==> config.mk <==
export PLATFORM = sky130hd
export DESIGN_NAME = iosel_top
export DESIGN_NICKNAME = d
export VERILOG_FILES = /design/src/inc/iosel_pkg.sv /design/src/logic/iosel_top.sv
export VERILOG_INCLUDE_DIRS = /design/src /design/src/inc
export SDC_FILE = /design/constraint.sdc
export NUM_CORES = 1
export LEC_CHECK = 0
export ABC_AREA = 1
export BUFFER_PORTS_ARGS = -buffer_cell sky130_fd_sc_hd__buf_4
export CAP_MARGIN = 20
export CORE_MARGIN = 4
export CORE_UTILIZATION = 40
export DETAILED_ROUTE_END_ITERATION = 8
export GPL_TIMING_DRIVEN = 1
export REMOVE_ABC_BUFFERS = 1
export SLEW_MARGIN = 5
export SYNTH_ARGS = -nofsm -noshare
export SYNTH_HDL_FRONTEND = slang
export SYNTH_SLANG_ARGS = --single-unit
==> constraint.sdc <==
create_clock -name mclk -period 5.15 [get_ports mclk]
set_input_delay 0.515 -clock mclk [delete_from_list [all_inputs] [get_ports mclk]]
set_output_delay 0.515 -clock mclk [all_outputs]
set_load 0.005 [all_outputs]
==> src/inc/iosel_consts.svh <==
// constants of the i/o setting and stop select block
`ifndef IOSEL_CONSTS_SVH
`define IOSEL_CONSTS_SVH
`define IOSEL_NREG        27
`define IOSEL_NPARAM      26
`define IOSEL_IDX_AUTO    5'd0
`define IOSEL_IDX_IN0     5'd1
`define IOSEL_IDX_OUT1    5'd14
`define IOSEL_IDX_FILT    5'd18
`define IOSEL_IDX_STOP    5'd19
`define IOSEL_IDX_FACA    5'd20
`define IOSEL_IDX_FACB    5'd22
`define IOSEL_IDX_FACC    5'd24
`define IOSEL_IDX_FACD    5'd25
`define IOSEL_IDX_STAT    5'd26
`define IOSEL_RST_TABLE   {16'h0000, 16'h262d, 16'h0303, 16'h2003, 16'h0202, 16'h0202, \
                           16'h0d06, 16'h2c0d, 16'h070a, 16'h0707, 16'h080b, 16'h0808, \
                           16'h0505, 16'h0505, 16'h0003, 16'h0004, 16'h0002, 16'h0005, \
                           16'h0002, 16'h0000, 16'h0000, 16'h0000, 16'h0000, 16'h0000, \
                           16'h0000, 16'h0000}
`define IOSEL_STOP_DIG_LSB  2'd0
`define IOSEL_RES_DIG_LSB   2'd1
`define IOSEL_RTI_DIG_LSB   2'd2
`define IOSEL_FN_FWD      8'h0a
`define IOSEL_FN_REV      8'h0b
`define IOSEL_FN_RES      8'h0d
`define IOSEL_AUTO_FWD    0
`define IOSEL_AUTO_REV    1
`define IOSEL_AUTO_RES    2
`define IOSEL_RTI_CODE    4'hf
`define IOSEL_FILT_TICK_NS  1000
`define IOSEL_CLK_NS        4
`define IOSEL_FILT_TICK_CYC ((`IOSEL_FILT_TICK_NS) / (`IOSEL_CLK_NS))
`define IOSEL_RESP_OKAY   2'b00
`define IOSEL_RESP_SLVERR 2'b10
`endif

==> src/inc/iosel_pkg.sv <==
// types of the i/o setting and stop select block
package iosel_pkg;
  typedef logic [15:0] iosel_word_type;
  typedef enum logic [1:0] {
    IOSEL_RUN    = 2'b00,
    IOSEL_SLOW   = 2'b01,
    IOSEL_SUDDEN = 2'b10
  } iosel_stop_type;
endpackage

==> src/logic/iosel_top.sv <==
// i/o setting parameter bank with stop, reset and ride-through selection
//
// Chosen here: register access over AXI4-Lite and the register offsets.
`timescale 1ns/1ns
`include "iosel_consts.svh"
// ----------------------------------------------------------------------------
// ----------------------------------------------------------------------------
module iosel_top (
  // clock and reset
  input  wire logic        mclk,
  input  wire logic        sys_rst,
  // axi4-lite write address and data
  input  wire logic [7:0]  s_axi_awaddr,
  input  wire logic        s_axi_awvalid,
  output logic             s_axi_awready,
  input  wire logic [31:0] s_axi_wdata,
  input  wire logic [3:0]  s_axi_wstrb,
  input  wire logic        s_axi_wvalid,
  output logic             s_axi_wready,
  // axi4-lite write response
  output logic [1:0]       s_axi_bresp,
  output logic             s_axi_bvalid,
  input  wire logic        s_axi_bready,
  // axi4-lite read
  input  wire logic [7:0]  s_axi_araddr,
  input  wire logic        s_axi_arvalid,
  output logic             s_axi_arready,
  output logic [31:0]      s_axi_rdata,
  output logic [1:0]       s_axi_rresp,
  output logic             s_axi_rvalid,
  input  wire logic        s_axi_rready,
  // drive power cycle
  input  wire logic        power_cycle,
  // digital pins
  input  wire logic [6:0]  di_pin,
  output logic [3:0]       do_pin,
  // drive side status
  input  wire logic        soft_limit_hit,
  input  wire logic        servo_on_req,
  input  wire logic        overload_ride,
  input  wire logic        power_fail_ride,
  input  wire logic [15:0] status_in,
  input  wire logic [15:0] point_decel,
  // drive side controls
  output logic             forward_stroke_end,
  output logic             reverse_stroke_end,
  output logic             reset_input,
  output logic             stop_sudden,
  output logic             stop_slow,
  output logic [15:0]      decel_time,
  output logic             power_stage_on,
  output logic             ride_through_indicator
);

  // --------------------------------------------------------------------------
  // helpers
  // --------------------------------------------------------------------------
  localparam logic [16*`IOSEL_NPARAM-1:0] RST_TABLE = `IOSEL_RST_TABLE;
  localparam logic [8:0] FILT_TICK = 9'(`IOSEL_FILT_TICK_CYC);

  // reset value of a parameter word
  function automatic iosel_pkg::iosel_word_type rst_val(input logic [4:0] idx);
    rst_val = RST_TABLE[16*(`IOSEL_NPARAM-1-int'(idx)) +: 16];
  endfunction

  // four-bit digit of a word, digit zero in the low bits
  function automatic logic [3:0] digit(input iosel_pkg::iosel_word_type w,
                                       input logic [1:0] n);
    digit = w[4*n +: 4];
  endfunction

  // word index from a byte address, out of range gives all ones
  function automatic logic [4:0] addr_idx(input logic [7:0] a);
    addr_idx = (a[7:2] < 6'(`IOSEL_NREG)) ? a[6:2] : 5'h1f;
  endfunction

  function automatic logic is_factory(input logic [4:0] idx);
    is_factory = (idx == `IOSEL_IDX_FACA) || (idx == `IOSEL_IDX_FACB) ||
                 (idx == `IOSEL_IDX_FACC) || (idx == `IOSEL_IDX_FACD);
  endfunction

  // --------------------------------------------------------------------------
  // parameter storage
  // --------------------------------------------------------------------------
  iosel_pkg::iosel_word_type pend [`IOSEL_NPARAM];
  iosel_pkg::iosel_word_type act  [`IOSEL_NPARAM];
  iosel_pkg::iosel_stop_type stop_state;
  iosel_pkg::iosel_stop_type next_stop_state;

  logic        aw_held;
  logic        w_held;
  logic [7:0]  aw_addr;
  logic [31:0] w_data;
  logic [3:0]  w_strb;
  logic        do_write;
  logic [4:0]  w_idx;
  logic [4:0]  r_idx;

  assign s_axi_awready = !aw_held && !s_axi_bvalid;
  assign s_axi_wready  = !w_held && !s_axi_bvalid;
  assign s_axi_arready = !s_axi_rvalid;
  assign do_write      = aw_held && w_held && !s_axi_bvalid;
  assign w_idx         = addr_idx(aw_addr);
  assign r_idx         = addr_idx(s_axi_araddr);

  // address and data are caught in either order
  always_ff @(posedge mclk) begin
    if (sys_rst) begin
      aw_held <= 1'b0;
      w_held  <= 1'b0;
      aw_addr <= 8'h00;
      w_data  <= 32'h0000_0000;
      w_strb  <= 4'h0;
    end else begin
      if (s_axi_awvalid && s_axi_awready) begin
        aw_held <= 1'b1;
        aw_addr <= s_axi_awaddr;
      end else if (do_write) begin
        aw_held <= 1'b0;
      end
      if (s_axi_wvalid && s_axi_wready) begin
        w_held <= 1'b1;
        w_data <= s_axi_wdata;
        w_strb <= s_axi_wstrb;
      end else if (do_write) begin
        w_held <= 1'b0;
      end
    end
  end

  // write response, error for unmapped words only, read-only words answer okay
  always_ff @(posedge mclk) begin
    if (sys_rst) begin
      s_axi_bvalid <= 1'b0;
      s_axi_bresp  <= `IOSEL_RESP_OKAY;
    end else if (do_write) begin
      s_axi_bvalid <= 1'b1;
      s_axi_bresp  <= (w_idx < 5'(`IOSEL_NREG)) ? `IOSEL_RESP_OKAY : `IOSEL_RESP_SLVERR;
    end else if (s_axi_bready) begin
      s_axi_bvalid <= 1'b0;
    end
  end

  // pending words take writes, live words load on power cycle
  always_ff @(posedge mclk) begin
    if (sys_rst) begin
      for (int i = 0; i < `IOSEL_NPARAM; i++) begin
        pend[i] <= rst_val(5'(i));
        act[i]  <= rst_val(5'(i));
      end
    end else begin
      if (do_write && (w_idx < 5'(`IOSEL_NPARAM)) && !is_factory(w_idx)) begin
        if (w_strb[0]) pend[w_idx][7:0]  <= w_data[7:0];
        if (w_strb[1]) pend[w_idx][15:8] <= w_data[15:8];
      end
      if (power_cycle) begin
        for (int i = 0; i < `IOSEL_NPARAM; i++) act[i] <= pend[i];
      end
    end
  end

  // read data, pending values so software sees what it wrote
  always_ff @(posedge mclk) begin
    if (sys_rst) begin
      s_axi_rvalid <= 1'b0;
      s_axi_rdata  <= 32'h0000_0000;
      s_axi_rresp  <= `IOSEL_RESP_OKAY;
    end else if (s_axi_arvalid && s_axi_arready) begin
      s_axi_rvalid <= 1'b1;
      s_axi_rresp  <= `IOSEL_RESP_OKAY;
      if (r_idx < 5'(`IOSEL_NPARAM)) begin
        s_axi_rdata <= {16'h0000, pend[r_idx]};
      end else if (r_idx == `IOSEL_IDX_STAT) begin
        s_axi_rdata <= {25'h0, stop_state, forward_stroke_end, reverse_stroke_end,
                        reset_input, power_stage_on, ride_through_indicator};
      end else begin
        s_axi_rdata <= 32'h0000_0000;
        s_axi_rresp <= `IOSEL_RESP_SLVERR;
      end
    end else if (s_axi_rready) begin
      s_axi_rvalid <= 1'b0;
    end
  end

  // --------------------------------------------------------------------------
  // input filter and function mapping
  // --------------------------------------------------------------------------
  logic [8:0] tick_cnt;
  logic       tick;
  logic [6:0] di_filt;
  logic [3:0] filt_cnt [7];
  logic [3:0] filt_set;
  logic       next_fwd;
  logic       next_rev;
  logic       next_res;

  assign tick     = (tick_cnt == FILT_TICK - 9'd1);
  assign filt_set = digit(act[`IOSEL_IDX_FILT], 2'd0);

  // sampling tick divider
  always_ff @(posedge mclk) begin
    if (sys_rst || tick) tick_cnt <= 9'd0;
    else tick_cnt <= tick_cnt + 9'd1;
  end

  // a pin change is accepted once stable for the set number of ticks
  always_ff @(posedge mclk) begin
    if (sys_rst) begin
      di_filt <= 7'h00;
      for (int i = 0; i < 7; i++) filt_cnt[i] <= 4'h0;
    end else begin
      for (int i = 0; i < 7; i++) begin
        if (di_pin[i] == di_filt[i]) begin
          filt_cnt[i] <= 4'h0;
        end else if (filt_cnt[i] >= filt_set) begin
          di_filt[i]  <= di_pin[i];
          filt_cnt[i] <= 4'h0;
        end else if (tick) begin
          filt_cnt[i] <= filt_cnt[i] + 4'h1;
        end
      end
    end
  end

  // map pins to functions, low byte of each pin's low word is its code
  always_comb begin
    next_fwd = act[`IOSEL_IDX_AUTO][`IOSEL_AUTO_FWD];
    next_rev = act[`IOSEL_IDX_AUTO][`IOSEL_AUTO_REV];
    next_res = act[`IOSEL_IDX_AUTO][`IOSEL_AUTO_RES];
    for (int i = 0; i < 7; i++) begin
      if (di_filt[i]) begin
        if (act[(i == 0) ? 1 : 2 * i][7:0] == `IOSEL_FN_FWD) next_fwd = 1'b1;
        if (act[(i == 0) ? 1 : 2 * i][7:0] == `IOSEL_FN_REV) next_rev = 1'b1;
        if (act[(i == 0) ? 1 : 2 * i][7:0] == `IOSEL_FN_RES) next_res = 1'b1;
      end
    end
  end

  always_ff @(posedge mclk) begin
    if (sys_rst) begin
      forward_stroke_end <= 1'b0;
      reverse_stroke_end <= 1'b0;
      reset_input        <= 1'b0;
    end else begin
      forward_stroke_end <= next_fwd;
      reverse_stroke_end <= next_rev;
      reset_input        <= next_res;
    end
  end

  // --------------------------------------------------------------------------
  // stop processing
  // --------------------------------------------------------------------------
  logic stroke_event;
  logic slow_sel;

  assign stroke_event = !forward_stroke_end || !reverse_stroke_end || soft_limit_hit;
  assign slow_sel     = (digit(act[`IOSEL_IDX_STOP], `IOSEL_STOP_DIG_LSB) == 4'h1);

  // stop kind is chosen on entry and held until the event clears
  always_comb begin
    next_stop_state = stop_state;
    unique case (stop_state)
      iosel_pkg::IOSEL_RUN: begin
        if (stroke_event)
          next_stop_state = slow_sel ? iosel_pkg::IOSEL_SLOW : iosel_pkg::IOSEL_SUDDEN;
      end
      iosel_pkg::IOSEL_SLOW,
      iosel_pkg::IOSEL_SUDDEN: begin
        if (!stroke_event) next_stop_state = iosel_pkg::IOSEL_RUN;
      end
      default: next_stop_state = iosel_pkg::IOSEL_RUN;
    endcase
  end

  always_ff @(posedge mclk) begin
    if (sys_rst) stop_state <= iosel_pkg::IOSEL_RUN;
    else stop_state <= next_stop_state;
  end

  // stop outputs and deceleration time
  always_ff @(posedge mclk) begin
    if (sys_rst) begin
      stop_sudden <= 1'b0;
      stop_slow   <= 1'b0;
      decel_time  <= 16'h0000;
    end else begin
      stop_sudden <= (next_stop_state == iosel_pkg::IOSEL_SUDDEN);
      stop_slow   <= (next_stop_state == iosel_pkg::IOSEL_SLOW);
      decel_time  <= (next_stop_state == iosel_pkg::IOSEL_SLOW) ? point_decel
                                                                : 16'h0000;
    end
  end

  // --------------------------------------------------------------------------
  // power stage, ride-through indicator and output pins
  // --------------------------------------------------------------------------
  logic keep_on_reset;
  logic rti_any;
  logic next_rti;

  assign keep_on_reset = (digit(act[`IOSEL_IDX_STOP], `IOSEL_RES_DIG_LSB) == 4'h1);
  assign rti_any       = (digit(act[`IOSEL_IDX_STOP], `IOSEL_RTI_DIG_LSB) == 4'h1);
  assign next_rti      = power_fail_ride || (rti_any && overload_ride);

  always_ff @(posedge mclk) begin
    if (sys_rst) begin
      power_stage_on         <= 1'b0;
      ride_through_indicator <= 1'b0;
      do_pin                 <= 4'h0;
    end else begin
      power_stage_on         <= servo_on_req && (!reset_input || keep_on_reset);
      ride_through_indicator <= next_rti;
      for (int j = 0; j < 4; j++) begin
        do_pin[j] <= (act[14 + j][3:0] == `IOSEL_RTI_CODE) ? next_rti
                                                           : status_in[act[14 + j][3:0]];
      end
    end
  end
endmodule // iosel_top

==> results.md, run 1 <==
* Outcome: finished clean
* Diodes inserted at 0
* Crit-path cells: nand2_1, inv_2, nand2_2, nand2_4, nor2_4, inv_2, nand3_1, inv_2, o21ai_4, nand4_4, clkinv_2, nand2_1, nand2_1
* Final period utilization at 64.42%
* Final setup margin at 1.832 ns
* Worst slew margin at 21.47%
* CP startpoint: aw_addr[6]$_SDFFE_PP0P_
* Layout Area Growth over Synthesis at 14.97%
* Hold_buf cts at 0
* DRC at 0
* Reg2Reg Capture Point: pend[21][14]$_SDFFCE_PN0P_
* CTS clk-pin slew, worst paths at around 0.06 ns
* Worst-Margin Slew at approximately 1.2 ns
* Clock Sinks at 722
* NetSw at 3.595 mW
* Mean Syn Cell Area at 9.693 sq um
* Seq/Total Area, Yosys at 62.75%
* Max VDD drop at 0.2999 mV
* Final min period at 3.318 ns
* Commonest non-fill, non-tap cell in the layout: nand3_1
* Final Hold Viols at 0
* Detail Route Antenna Nets at 0
* Final max-slew violation count at 0
* Hold WS at 0.1006 ns
* Unrepaired setup endpoints after global routing: false
* Clock Power Share at 39.8%
* Share of cells above drive strength 1 at a little under a tenth
* H-tree levels at 3
* Sw Ratio at 25.89%
* Reg2Reg Depth at 13
* Buf+Inv Stages, Crit Path at 4
* Worst flop-to-flop path startpoint: aw_addr[6]$_SDFFE_PP0P_
* DP HPWL at around 59000 um
* Pre-CTS setup slack at between 1.5 and 2 ns
* Syn Inst Count at 3415
* Req. time, crit path at 5.41 ns
* Die width at 295.7 um
* Initial antenna violation count at 0
* Crit end category: flip-flop
* Vias in the first global route at 23670
* Logic pwr share at 10.6%
* Io pins at 171
* Initial Util at 40.31%
* Drt wl/cell at between 15 and 20 um
* Static Leak at 15.23 nW
* Most frequent cells in the layout: nand3_1 (640), edfxtp_1 (631), nand2_1 (621)
* Finished Core Util at 46.35%
* Synthesized area at 33100 sq um
* Grt total ovfl at 0
* CTS root buf: clkbuf_16
* Critical Path Sink: pend[21][14]$_SDFFCE_PN0P_
* HP Class: in -> reg
* R2r setup slk at 1.83 ns
* Yosys warnings at 0
* Vias per cell at roughly 5.2
* Top delay family on crit path: simple AND/OR/NAND/NOR gates
* CP max stage delay at ~0.56 ns
* PD cells at 364.9 nW/um^2
* Setup_tns at 0 ns
* 1st-iter DRT viols at roughly 2600
* Pint at between 10 and 15 mW
* First-pass GRT wire length at 138600 um
* CTS max path bufs at 3
* 1st-pass router iterations at 5
* Port Buffers at about 130
* Largest net degree at the start of global routing at 168
* Nets@finish at 3766
* Crit start category: flip-flop
* Die Y at 295.7 um
* RD Place Congestion at 0.8961
* Clock tree from TritonCTS: yes
* DR vias at around 25000
* Setup CP Type: reg -> reg
* Total wire length at a little over 90000 um
* GR Util All Layers at approximately 21%
* Worst-path fanout max at 19
* Full die area at 87420 sq um
* Max-Cap Viols at 0
* Netlist cell types at 46
* Highest Clock Rate at 0.3014 GHz
* Reg power frac at roughly half
* Clock skew at around 0.018 ns
* Num CTS Buffers at 80
* Core Rows at about 110
* Worst skew pair latency at 0.63 ns
* Critical Path AT at 3.58 ns
* Final Setup Violations at 0
* Setup Buffers After CTS at 0
* Number of cells on the critical path at 13
* Yosys reg bits at just over 700
* Critical path's slowest cell: dfxtp_1
* Core area at 82110 sq um
* Post-CTS resize count at 0
* WHS Path Cells at 3
-- sequential cells by signal (all words and copies together), names as in the netlist, 2 cells and up --
name	count
act	91
filt_cnt	28
s_axi_rdata	16
di_filt	7
stop_state	2
tick_cnt	9
w_data	16
w_strb	2
pend	512
aw_addr	6
decel_time	16
do_pin	4
-- layout make-up --
cell class              count  area (sq um)
fillers                  7809         44050
clock inverters            39         356.6
clock buffers             111          2168
flip-flops and latches    722         20770
inverters                 303          1149
repair buffers            171          1366
multi-input cells        2346         10910
well taps                1070          1339
-- layer usage --
layer	global-route usage (%)	vias to the layer above	routed length, um
met1	28.79	11870	39790
li1	-	11840	-
met4	5.047	0	2033
met5	0	-	0
met2	33.92	925	43030
met3	3.707	141	7381
-- Yosys cell counts, drive strengths merged --
cell type,n,share of area [%]
clkinv,2,0.026
nand3,640,9.7
nand4,20,0.47
clkbuf,139,1.6
a211oi,7,0.16
nand3b,2,0.045
ha,39,1.5
o31ai,1,0.023
nor2,523,6.0
a31oi,3,0.10
o21a,1,0.023
xnor2,10,0.26
nor3,15,0.24
o221a,1,0.034
buf,82,1.4
and3,2,0.038
nand2,648,7.6
or2,10,0.19
nor4,7,0.15
dfxtp,91,5.5
a41oi,1,0.026
o211ai,13,0.29
inv,301,3.4
a311oi,3,0.079
o21ai,76,1.2
o2111ai,37,0.98
a21oi,95,1.4
or4,1,0.023
xor2,9,0.24
nor3b,2,0.045
o41ai,2,0.053
conb,1,0.011
edfxtp,631,57
-- stage by stage --
stage               std cells  area, sq um  power (mW)
floorplan                3371        32780       7.831
finish                   4762        38060       13.89
global route             4762        38060       14.42
CTS                      4762        38060       13.98
global placement         4611        35500       8.429
detailed placement       4612        35530       8.463
-- power by group through the flow --
stage	Sequential, mW	Clock, mW	Combinational, mW
finish	6.87	5.53	1.48
global route	6.91	5.87	1.63
CTS	6.87	5.63	1.47
detailed placement	7.00	0	1.47
global placement	6.98	0	1.45
floorplan	6.94	0	0.889
-- worst min-delay path by stage --
stage / start / endpoint
floorplan: tick_cnt[0]$_SDFF_PP0_ / tick_cnt[0]$_SDFF_PP0_
global placement: tick_cnt[0]$_SDFF_PP0_ / tick_cnt[0]$_SDFF_PP0_
detailed placement: tick_cnt[0]$_SDFF_PP0_ / tick_cnt[0]$_SDFF_PP0_
CTS: point_decel[15] / decel_time[15]$_SDFF_PP0_
global route: point_decel[8] / decel_time[8]$_SDFF_PP0_
finish: point_decel[15] / decel_time[15]$_SDFF_PP0_
-- cell families (layout without fill, tap and decap cells) --
family                     after synthesis  count (layout)  synth area share (%)
other                                    1             178               0.01133
and+or+nand+nor                       1870            1870                 24.45
xor gates and xnor gates                19              19                0.5027
DFF                                    722             722                 62.75
AOI/OAI and AO/OA                      240             240                 4.392
adders and majority gates               39              39                 1.474
buffers and inverters                  524             624                 6.426
-- worst reg2reg max path, stage by stage (launching register included) --
cell,delay [ns]
dfxtp_1,0.56
nand2_1,0.15
inv_2,0.11
nand2_2,0.07
nand2_4,0.09
nor2_4,0.06
inv_2,0.08
nand3_1,0.10
inv_2,0.12
o21ai_4,0.08
nand4_4,0.17
clkinv_2,0.41
nand2_1,0.54
nand2_1,0.41
Power figures use the tool's default switching activity.
==> inputs of run 2 (changes only) <==
==> constraint.sdc (replaced) <==
create_clock -name mclk -period 2.9 [get_ports mclk]
set_input_delay 0.29 -clock mclk [delete_from_list [all_inputs] [get_ports mclk]]
set_output_delay 0.29 -clock mclk [all_outputs]
set_load 0.005 [all_outputs]
==> run 2 against run 1 <==
  * Design area up 3.0%
  * Count of clock-buffer cells in the layout down 6
  * Cell count up 2.1%
  * Sequential share of layout area down 1.6 points
  * Register-to-register slack worse by 1.7 ns
  * Flip-flop and latch count unchanged
  * Critical endpoint is now pend[11][10]$_SDFFCE_PN0P_
  * Largest power group unchanged
==> results.md, run 2 (same netlist as run 1, synthesis figures left out) <==
* Top delay family on crit path: simple AND/OR/NAND/NOR gates
* Vias per cell at 5.144 (-1.1%)
* Core area at 82110 sq um (unchanged)
* Req. time, crit path at 3.20 ns (-2.21 ns)
* Critical Path AT at 3.08 ns (-0.50 ns)
* First-pass GRT wire length at 136900 um (-1.2%)
* Vias in the first global route at 23420 (-1.1%)
* Worst-path fanout max at 19 (unchanged)
* Share of cells above drive strength 1 at 11.24% (+1.7 points)
* Largest registers: pend (512), act (91), filt_cnt (28)
* WHS Path Cells at 3 (unchanged)
* Commonest non-fill, non-tap cell in the layout: nand3_1
* Outcome: finished clean
* Clock Sinks at 722 (unchanged)
* Grt total ovfl at 0 (unchanged)
* Most frequent cells in the layout: nand3_1 (640), edfxtp_1 (631), nand2_1 (617)
* HP Class: in -> reg
* Max reg flops at 512 (unchanged)
* Initial Util at 40.31% (unchanged)
* CP max stage delay at 0.42 ns (-0.14 ns)
* Full die area at 87420 sq um (unchanged)
* Final Setup Violations at 0 (unchanged)
* Static Leak at 15.81 nW (+3.8%)
* Worst skew pair latency at 0.63 ns (about the same)
* Final Hold Viols at 0 (unchanged)
* Buf+Inv Stages, Crit Path at 4 (unchanged)
* Clock tree from TritonCTS: yes
* Detail Route Antenna Nets at 0 (unchanged)
* Io pins at 171 (unchanged)
* H-tree levels at 3 (unchanged)
* Clock skew at 0.01681 ns (-0.0008109 ns)
* Setup CP Type: reg -> reg
* Crit-path cells: nand2_1, inv_2, nand2_2, nand2_4, nor2_4, inv_2, nand3_1, inv_2, o21ai_4, nand4_4, clkinv_2, nand2_1, nand2_1
* DP HPWL at 59750 um (+1.9%)
* CTS max path bufs at 3 (unchanged)
* Final max-slew violation count at 0 (unchanged)
* Final min period at 2.776 ns (-0.5423 ns)
* Initial antenna violation count at 0 (unchanged)
* Finished Core Util at 47.73% (+1.4 points)
* Die width at 295.7 um (unchanged)
* R2r setup slk at 0.12 ns (-1.71 ns)
* Top reg by flops: pend
* Drt wl/cell at 18.86 um (-2.6%)
* Reg2Reg Capture Point: pend[11][10]$_SDFFCE_PN0P_
* 1st-iter DRT viols at 2638 (+1.7%)
* GR Util All Layers at 20.59% (-0.11 points)
* Reg2Reg Depth at 13 (unchanged)
* Num CTS Buffers at 82 (+2.5%)
* Worst flop-to-flop path startpoint: aw_addr[5]$_SDFFE_PP0P_
* Final period utilization at 95.71% (+31 points)
* Worst-Margin Slew at 1.024 ns (-0.1525 ns)
* Nets@finish at 3869 (+2.7%)
* RD Place Congestion at 0.8916 (-0.50%)
* Core Rows at 105 (unchanged)
* Crit start category: flip-flop
* Die Y at 295.7 um (unchanged)
* Setup Buffers After CTS at 0 (unchanged)
* Unrepaired setup endpoints after global routing: true
* Critical path's slowest cell: dfxtp_1
* Post-DP Area at 36160 sq um (+1.8%)
* Layout Area Growth over Synthesis at 18.40%
* Worst Hold Endpoint: w_data[11]$_SDFFE_PP0P_
* Total wire length at 91660 um (-0.62%)
* 1st-pass router iterations at 7 (+2)
* Fill count at 7576 (-3.0%)
* Worst slew margin at 31.64% (+10 points)
* PD cells at 641.7 nW/um^2 (+76%)
* Hold path start: s_axi_wdata[11]
* DR vias at 25010 (+0.91%)
* DRC at 0 (unchanged)
* CTS root buf: clkbuf_16
* Largest net degree at the start of global routing at 105 (-38%)
* CTS clk-pin slew, worst paths at 0.06 ns (about the same)
* Port Buffers at 129 (unchanged)
* Setup_tns at 0 ns (unchanged)
* Fin area at 39190 sq um (+3.0%)
* Max VDD drop at 0.4909 mV (+64%)
* Crit end category: flip-flop
* Max-Cap Viols at 0 (unchanged)
* Highest Clock Rate at 0.3603 GHz (+20%)
[run 2: cell count changes in the layout (fill, tap and decap cells not counted), sizes merged]
cell         before  now
dlygate4sd3       0   37
clkbuf          111  105
bufinv            4    6
clkinv           28   29
diode             0    1
buf             171  235
clkinvlp          4    3
inv             306  307
[run 2: layout make-up]
class | instances | area (sq um) | area share (%)
Antenna cell | 1 | 2.502 | 0.006385
Inverter | 303 | 1149 | 2.931
Clock buffer | 105 | 2251 | 5.743
Clock inverter | 42 | 371.6 | 0.9482
Tap cell | 1070 | 1339 | 3.416
Timing Repair Buffer | 272 | 2392 | 6.104
Sequential cell | 722 | 20770 | 52.99
Multi-Input combinational cell | 2346 | 10920 | 27.86
[run 2: report_power, final]
part | internal (mW) | switching, mW | leakage, nW
clock | 6.01 | 4.18 | 1.30
combinational | 0.860 | 1.90 | 7.49
sequential | 11.9 | 0.307 | 7.02
total | 18.8 | 6.39 | 15.8
[run 2: how the worst max path moves through the flow]
stage / slack [ns] / endpoint / startpoint / depth (start not counted)
global placement: 0.19 / pend[3][10]$_SDFFCE_PN0P_ / aw_addr[6]$_SDFFE_PP0P_ / 13
detailed placement: 0.12 / pend[3][10]$_SDFFCE_PN0P_ / aw_addr[6]$_SDFFE_PP0P_ / 13
floorplan: -6.80 / s_axi_rdata[4]$_SDFFE_PP0P_ / s_axi_araddr[7] / 12
finish: 0.12 / pend[11][10]$_SDFFCE_PN0P_ / aw_addr[5]$_SDFFE_PP0P_ / 13
CTS: 0.10 / pend[3][9]$_SDFFCE_PN0P_ / aw_addr[6]$_SDFFE_PP0P_ / 13
global route: -0.04 / pend[10][13]$_SDFFCE_PN0P_ / aw_addr[5]$_SDFFE_PP0P_ / 13
[run 2: timing repair]
item,in CTS,in global routing
endpoints found under the hold margin,37,0
resized for setup,0,4
hold buffers,37,0
setup endpoints to repair,0,64
[run 2: tightest hold or removal path, stage by stage]
cell	delay, ns
buf_4	0.07
o21ai_0	0.09
a21oi_1	0.14
[run 2: per-stage QoR]
step | hold WS, ns | power (mW) | worst slack [ns] | cells
finish | 0.02776 | 25.15 | 0.1244 | 4861
global route | 0.03605 | 26.08 | -0.04238 | 4860
CTS | 0.001094 | 25.31 | 0.1007 | 4859
detailed placement | 0.4608 | 15.11 | 0.1234 | 4675
global placement | 0.4496 | 15.06 | 0.1896 | 4675
floorplan | 0.3591 | 13.91 | -6.801 | 3371
[run 2: per-layer routing]
layer,vias to the layer above,track usage [%],share of wire [%]
met5,-,0,0
met4,0,6.147,3.0
met3,178,4.231,8.2
met2,922,33.15,46
met1,11860,28.33,43
li1,12050,-,-
==> inputs of run 3 (changes only) <==
--- a/config.mk
+++ b/config.mk
@@ -11,9 +11,11 @@
 export CAP_MARGIN = 20
 export CORE_MARGIN = 4
 export CORE_UTILIZATION = 40
+export CTS_BUF_LIST = sky130_fd_sc_hd__clkbuf_2 sky130_fd_sc_hd__clkbuf_4 sky130_fd_sc_hd__clkbuf_8
 export DETAILED_ROUTE_END_ITERATION = 8
 export GPL_TIMING_DRIVEN = 1
 export REMOVE_ABC_BUFFERS = 1
+export SETUP_SLACK_MARGIN = 0.15
 export SLEW_MARGIN = 5
 export SYNTH_ARGS = -nofsm -noshare
 export SYNTH_HDL_FRONTEND = slang
==> run 3 against run 2 <==
  * Flip-flop and latch count did not move
  * Global-route usage rose by 0.095 points
  * Clock power fell by 9%
  * Cell count rose by 1.9%
  * Routed wire length rose by 0.18%
  * Power fell by 3.6%
  * Critical path type unchanged
  * Critical endpoint is now pend[1][15]$_SDFFCE_PN0P_
==> results.md, run 3 (same netlist as run 1, synthesis figures left out) <==
* Req. time, crit path at 3.32 ns (+0.12 ns)
* Worst-path fanout max at 8 (-11)
* Unrepaired setup endpoints after global routing: true
* Drt wl/cell at 18.53 um (-1.7%)
* Outcome: finished clean
* Cell mode on critical path: nand2_2
* Clock skew at 0.05063 ns (+0.03382 ns)
* Clock tree from TritonCTS: yes
* DRC at 0 (unchanged)
* CTS clk-pin slew, worst paths at 0.06 ns (about the same)
* Largest registers: pend (512), act (91), filt_cnt (28)
* Vias per cell at 5.098 (-0.90%)
* Detail Route Antenna Nets at 0 (unchanged)
* Worst flop-to-flop path startpoint: aw_addr[2]$_SDFFE_PP0P_
* Final period utilization at 91.31% (-4.4 points)
* Setup_tns at 0 ns (unchanged)
* Crit end category: flip-flop
* Core area at 82110 sq um (unchanged)
* Worst slew margin at 30.92% (-0.73 points)
* Die width at 295.7 um (unchanged)
* Critical path's slowest cell: dfxtp_1
* Core Rows at 105 (unchanged)
* Commonest non-fill, non-tap cell in the layout: nand3_1
* Io pins at 171 (unchanged)
* R2r setup slk at 0.25 ns (+0.13 ns)
* Nets@finish at 3923 (+1.4%)
* H-tree levels at 3 (unchanged)
* Most frequent cells in the layout: nand3_1 (640), edfxtp_1 (631), nand2_1 (611)
* Die Y at 295.7 um (unchanged)
* RD Place Congestion at 0.8916 (unchanged)
* Pre-CTS setup slack at 0.1234 ns (unchanged)
* Num CTS Buffers at 117 (+43%)
* 1st-iter DRT viols at 2618 (-0.76%)
* Crit start category: flip-flop
* Clock Sinks at 722 (unchanged)
* Worst skew pair latency at 0.76 ns (+0.13 ns)
* Total wire length at 91820 um (+0.18%)
* Initial Util at 40.31% (unchanged)
* HP Class: in -> reg
* Final setup margin at 0.2519 ns (+0.1274 ns)
* CP max stage delay at 0.36 ns (-0.06 ns)
* Reg2Reg Depth at 12 (-1)
* Worst Hold Endpoint: stop_sudden$_SDFF_PP0_
* Final min period at 2.648 ns (-0.1274 ns)
* Buf+Inv Stages, Crit Path at 2 (-2)
* 1st-pass router iterations at 5 (-2)
* PD cells at 617.1 nW/um^2 (-3.8%)
* Port Buffers at 129 (unchanged)
* Critical Path AT at 3.07 ns (about the same)
* Initial antenna violation count at 2 (+2)
* First-pass GRT wire length at 137800 um (+0.66%)
* CTS root buf: clkbuf_8
* Worst-Margin Slew at 1.035 ns (+0.01089 ns)
* Final Setup Violations at 0 (unchanged)
* Share of cells above drive strength 1 at 13.31% (+2.1 points)
* Setup CP Type: reg -> reg
* Max reg flops at 512 (unchanged)
* Max-Cap Viols at 0 (unchanged)
* Static Leak at 15.92 nW (+0.70%)
* Hold path start: soft_limit_hit
* Final max-slew violation count at 0 (unchanged)
* CTS max path bufs at 3 (unchanged)
* Top delay family on crit path: simple AND/OR/NAND/NOR gates
* Setup Buffers After CTS at 0 (unchanged)
* Crit-path cells: nand2_2, nand2_1, nand2_2, nand2_4, nor2_1, o21ai_0, a31oi_4, nand4_4, buf_4, nor2_1, inv_1, nand2_2
* DP HPWL at 59750 um (unchanged)
* WHS Path Cells at 6 (+3)
* GR Util All Layers at 20.68% (+0.095 points)
* Final Hold Viols at 0 (unchanged)
* Layout Area Growth over Synthesis at 18.69%
* Reg2Reg Capture Point: pend[1][15]$_SDFFCE_PN0P_
* DR vias at 25260 (+1.0%)
* Largest net degree at the start of global routing at 105 (unchanged)
* Highest Clock Rate at 0.3776 GHz (+4.8%)
* Vias in the first global route at 23890 (+2.0%)
* Max VDD drop at 0.3616 mV (-26%)
* Top reg by flops: pend
* Full die area at 87420 sq um (unchanged)
* Grt total ovfl at 0 (unchanged)
* Total power at 24.24 mW (-3.6%)
run 3: changes by cell type in the layout (fill, tap and decap cells not counted), sizes merged:
cell / change
bufinv: -3
clkbuf: +84
clkinv: -5
clkinvlp: -1
diode: +1
dlygate4sd3: +19
inv: -1
run 3: tightest hold or removal path, delay by kind of cell:
| kind | cells | cell delay (ns) |
|---|---|---|
| AOI/OAI and AO/OA | 2 | 0.21 |
| buffers and inverters | 2 | 0.17 |
| and+or+nand+nor | 2 | 0.10 |
run 3: how the worst max path moves through the flow:
stage | start | end | slack, ns | cells past startpoint
floorplan | s_axi_araddr[7] | s_axi_rdata[4]$_SDFFE_PP0P_ | -6.80 | 12
global placement | aw_addr[6]$_SDFFE_PP0P_ | pend[3][10]$_SDFFCE_PN0P_ | 0.19 | 13
detailed placement | aw_addr[6]$_SDFFE_PP0P_ | pend[3][10]$_SDFFCE_PN0P_ | 0.12 | 13
CTS | aw_addr[6]$_SDFFE_PP0P_ | pend[5][8]$_SDFFCE_PN0P_ | 0.14 | 13
global route | aw_addr[2]$_SDFFE_PP0P_ | pend[1][15]$_SDFFCE_PN0P_ | 0.06 | 12
finish | aw_addr[2]$_SDFFE_PP0P_ | pend[1][15]$_SDFFCE_PN0P_ | 0.25 | 12
run 3: through the flow:
stage	utilization (%)	hold WS [ns]	cell area, sq um	std cells
2_1_floorplan	-	0.3591	32780	3371
3_3_place_gp	44.04	0.4496	36160	4675
3_5_place_dp	44.04	0.4608	36160	4675
4_1_cts	47.77	0.004405	39230	4952
5_1_grt	47.85	0.03410	39290	4955
6_report	47.85	0.07299	39290	4955
run 3: cell type report:
type / instances / area (sq um)
Antenna cell: 2 / 5.005
Clock buffer: 189 / 2251
Clock inverter: 32 / 245.2
Fill cell: 7611 / 42820
Inverter: 303 / 1150
Multi-Input combinational cell: 2346 / 10950
Sequential cell: 722 / 20770
Tap cell: 1070 / 1339
Timing Repair Buffer: 291 / 2582
run 3: timing repair:
action	in CTS	in global routing
setup endpoints to repair	27	163
endpoints found under the hold margin	70	0
gates resized for setup	4	12
hold buffers	56	0
run 3: where the power goes:
group / switching, mW / internal, mW
Combinational: 1.90 / 0.878
Clock: 4.09 / 5.17
Sequential: 0.306 / 11.9
Total: 6.29 / 17.9
run 3: per-layer routing:
| layer | vias to the layer above | track usage [%] | routed length [um] |
|---|---|---|---|
| met5 | - | 0 | 0 |
| met4 | 0 | 6.513 | 2745 |
| met3 | 181 | 4.329 | 7757 |
| met2 | 971 | 33.30 | 42270 |
| met1 | 11920 | 28.27 | 39050 |
| li1 | 12190 | - | - |
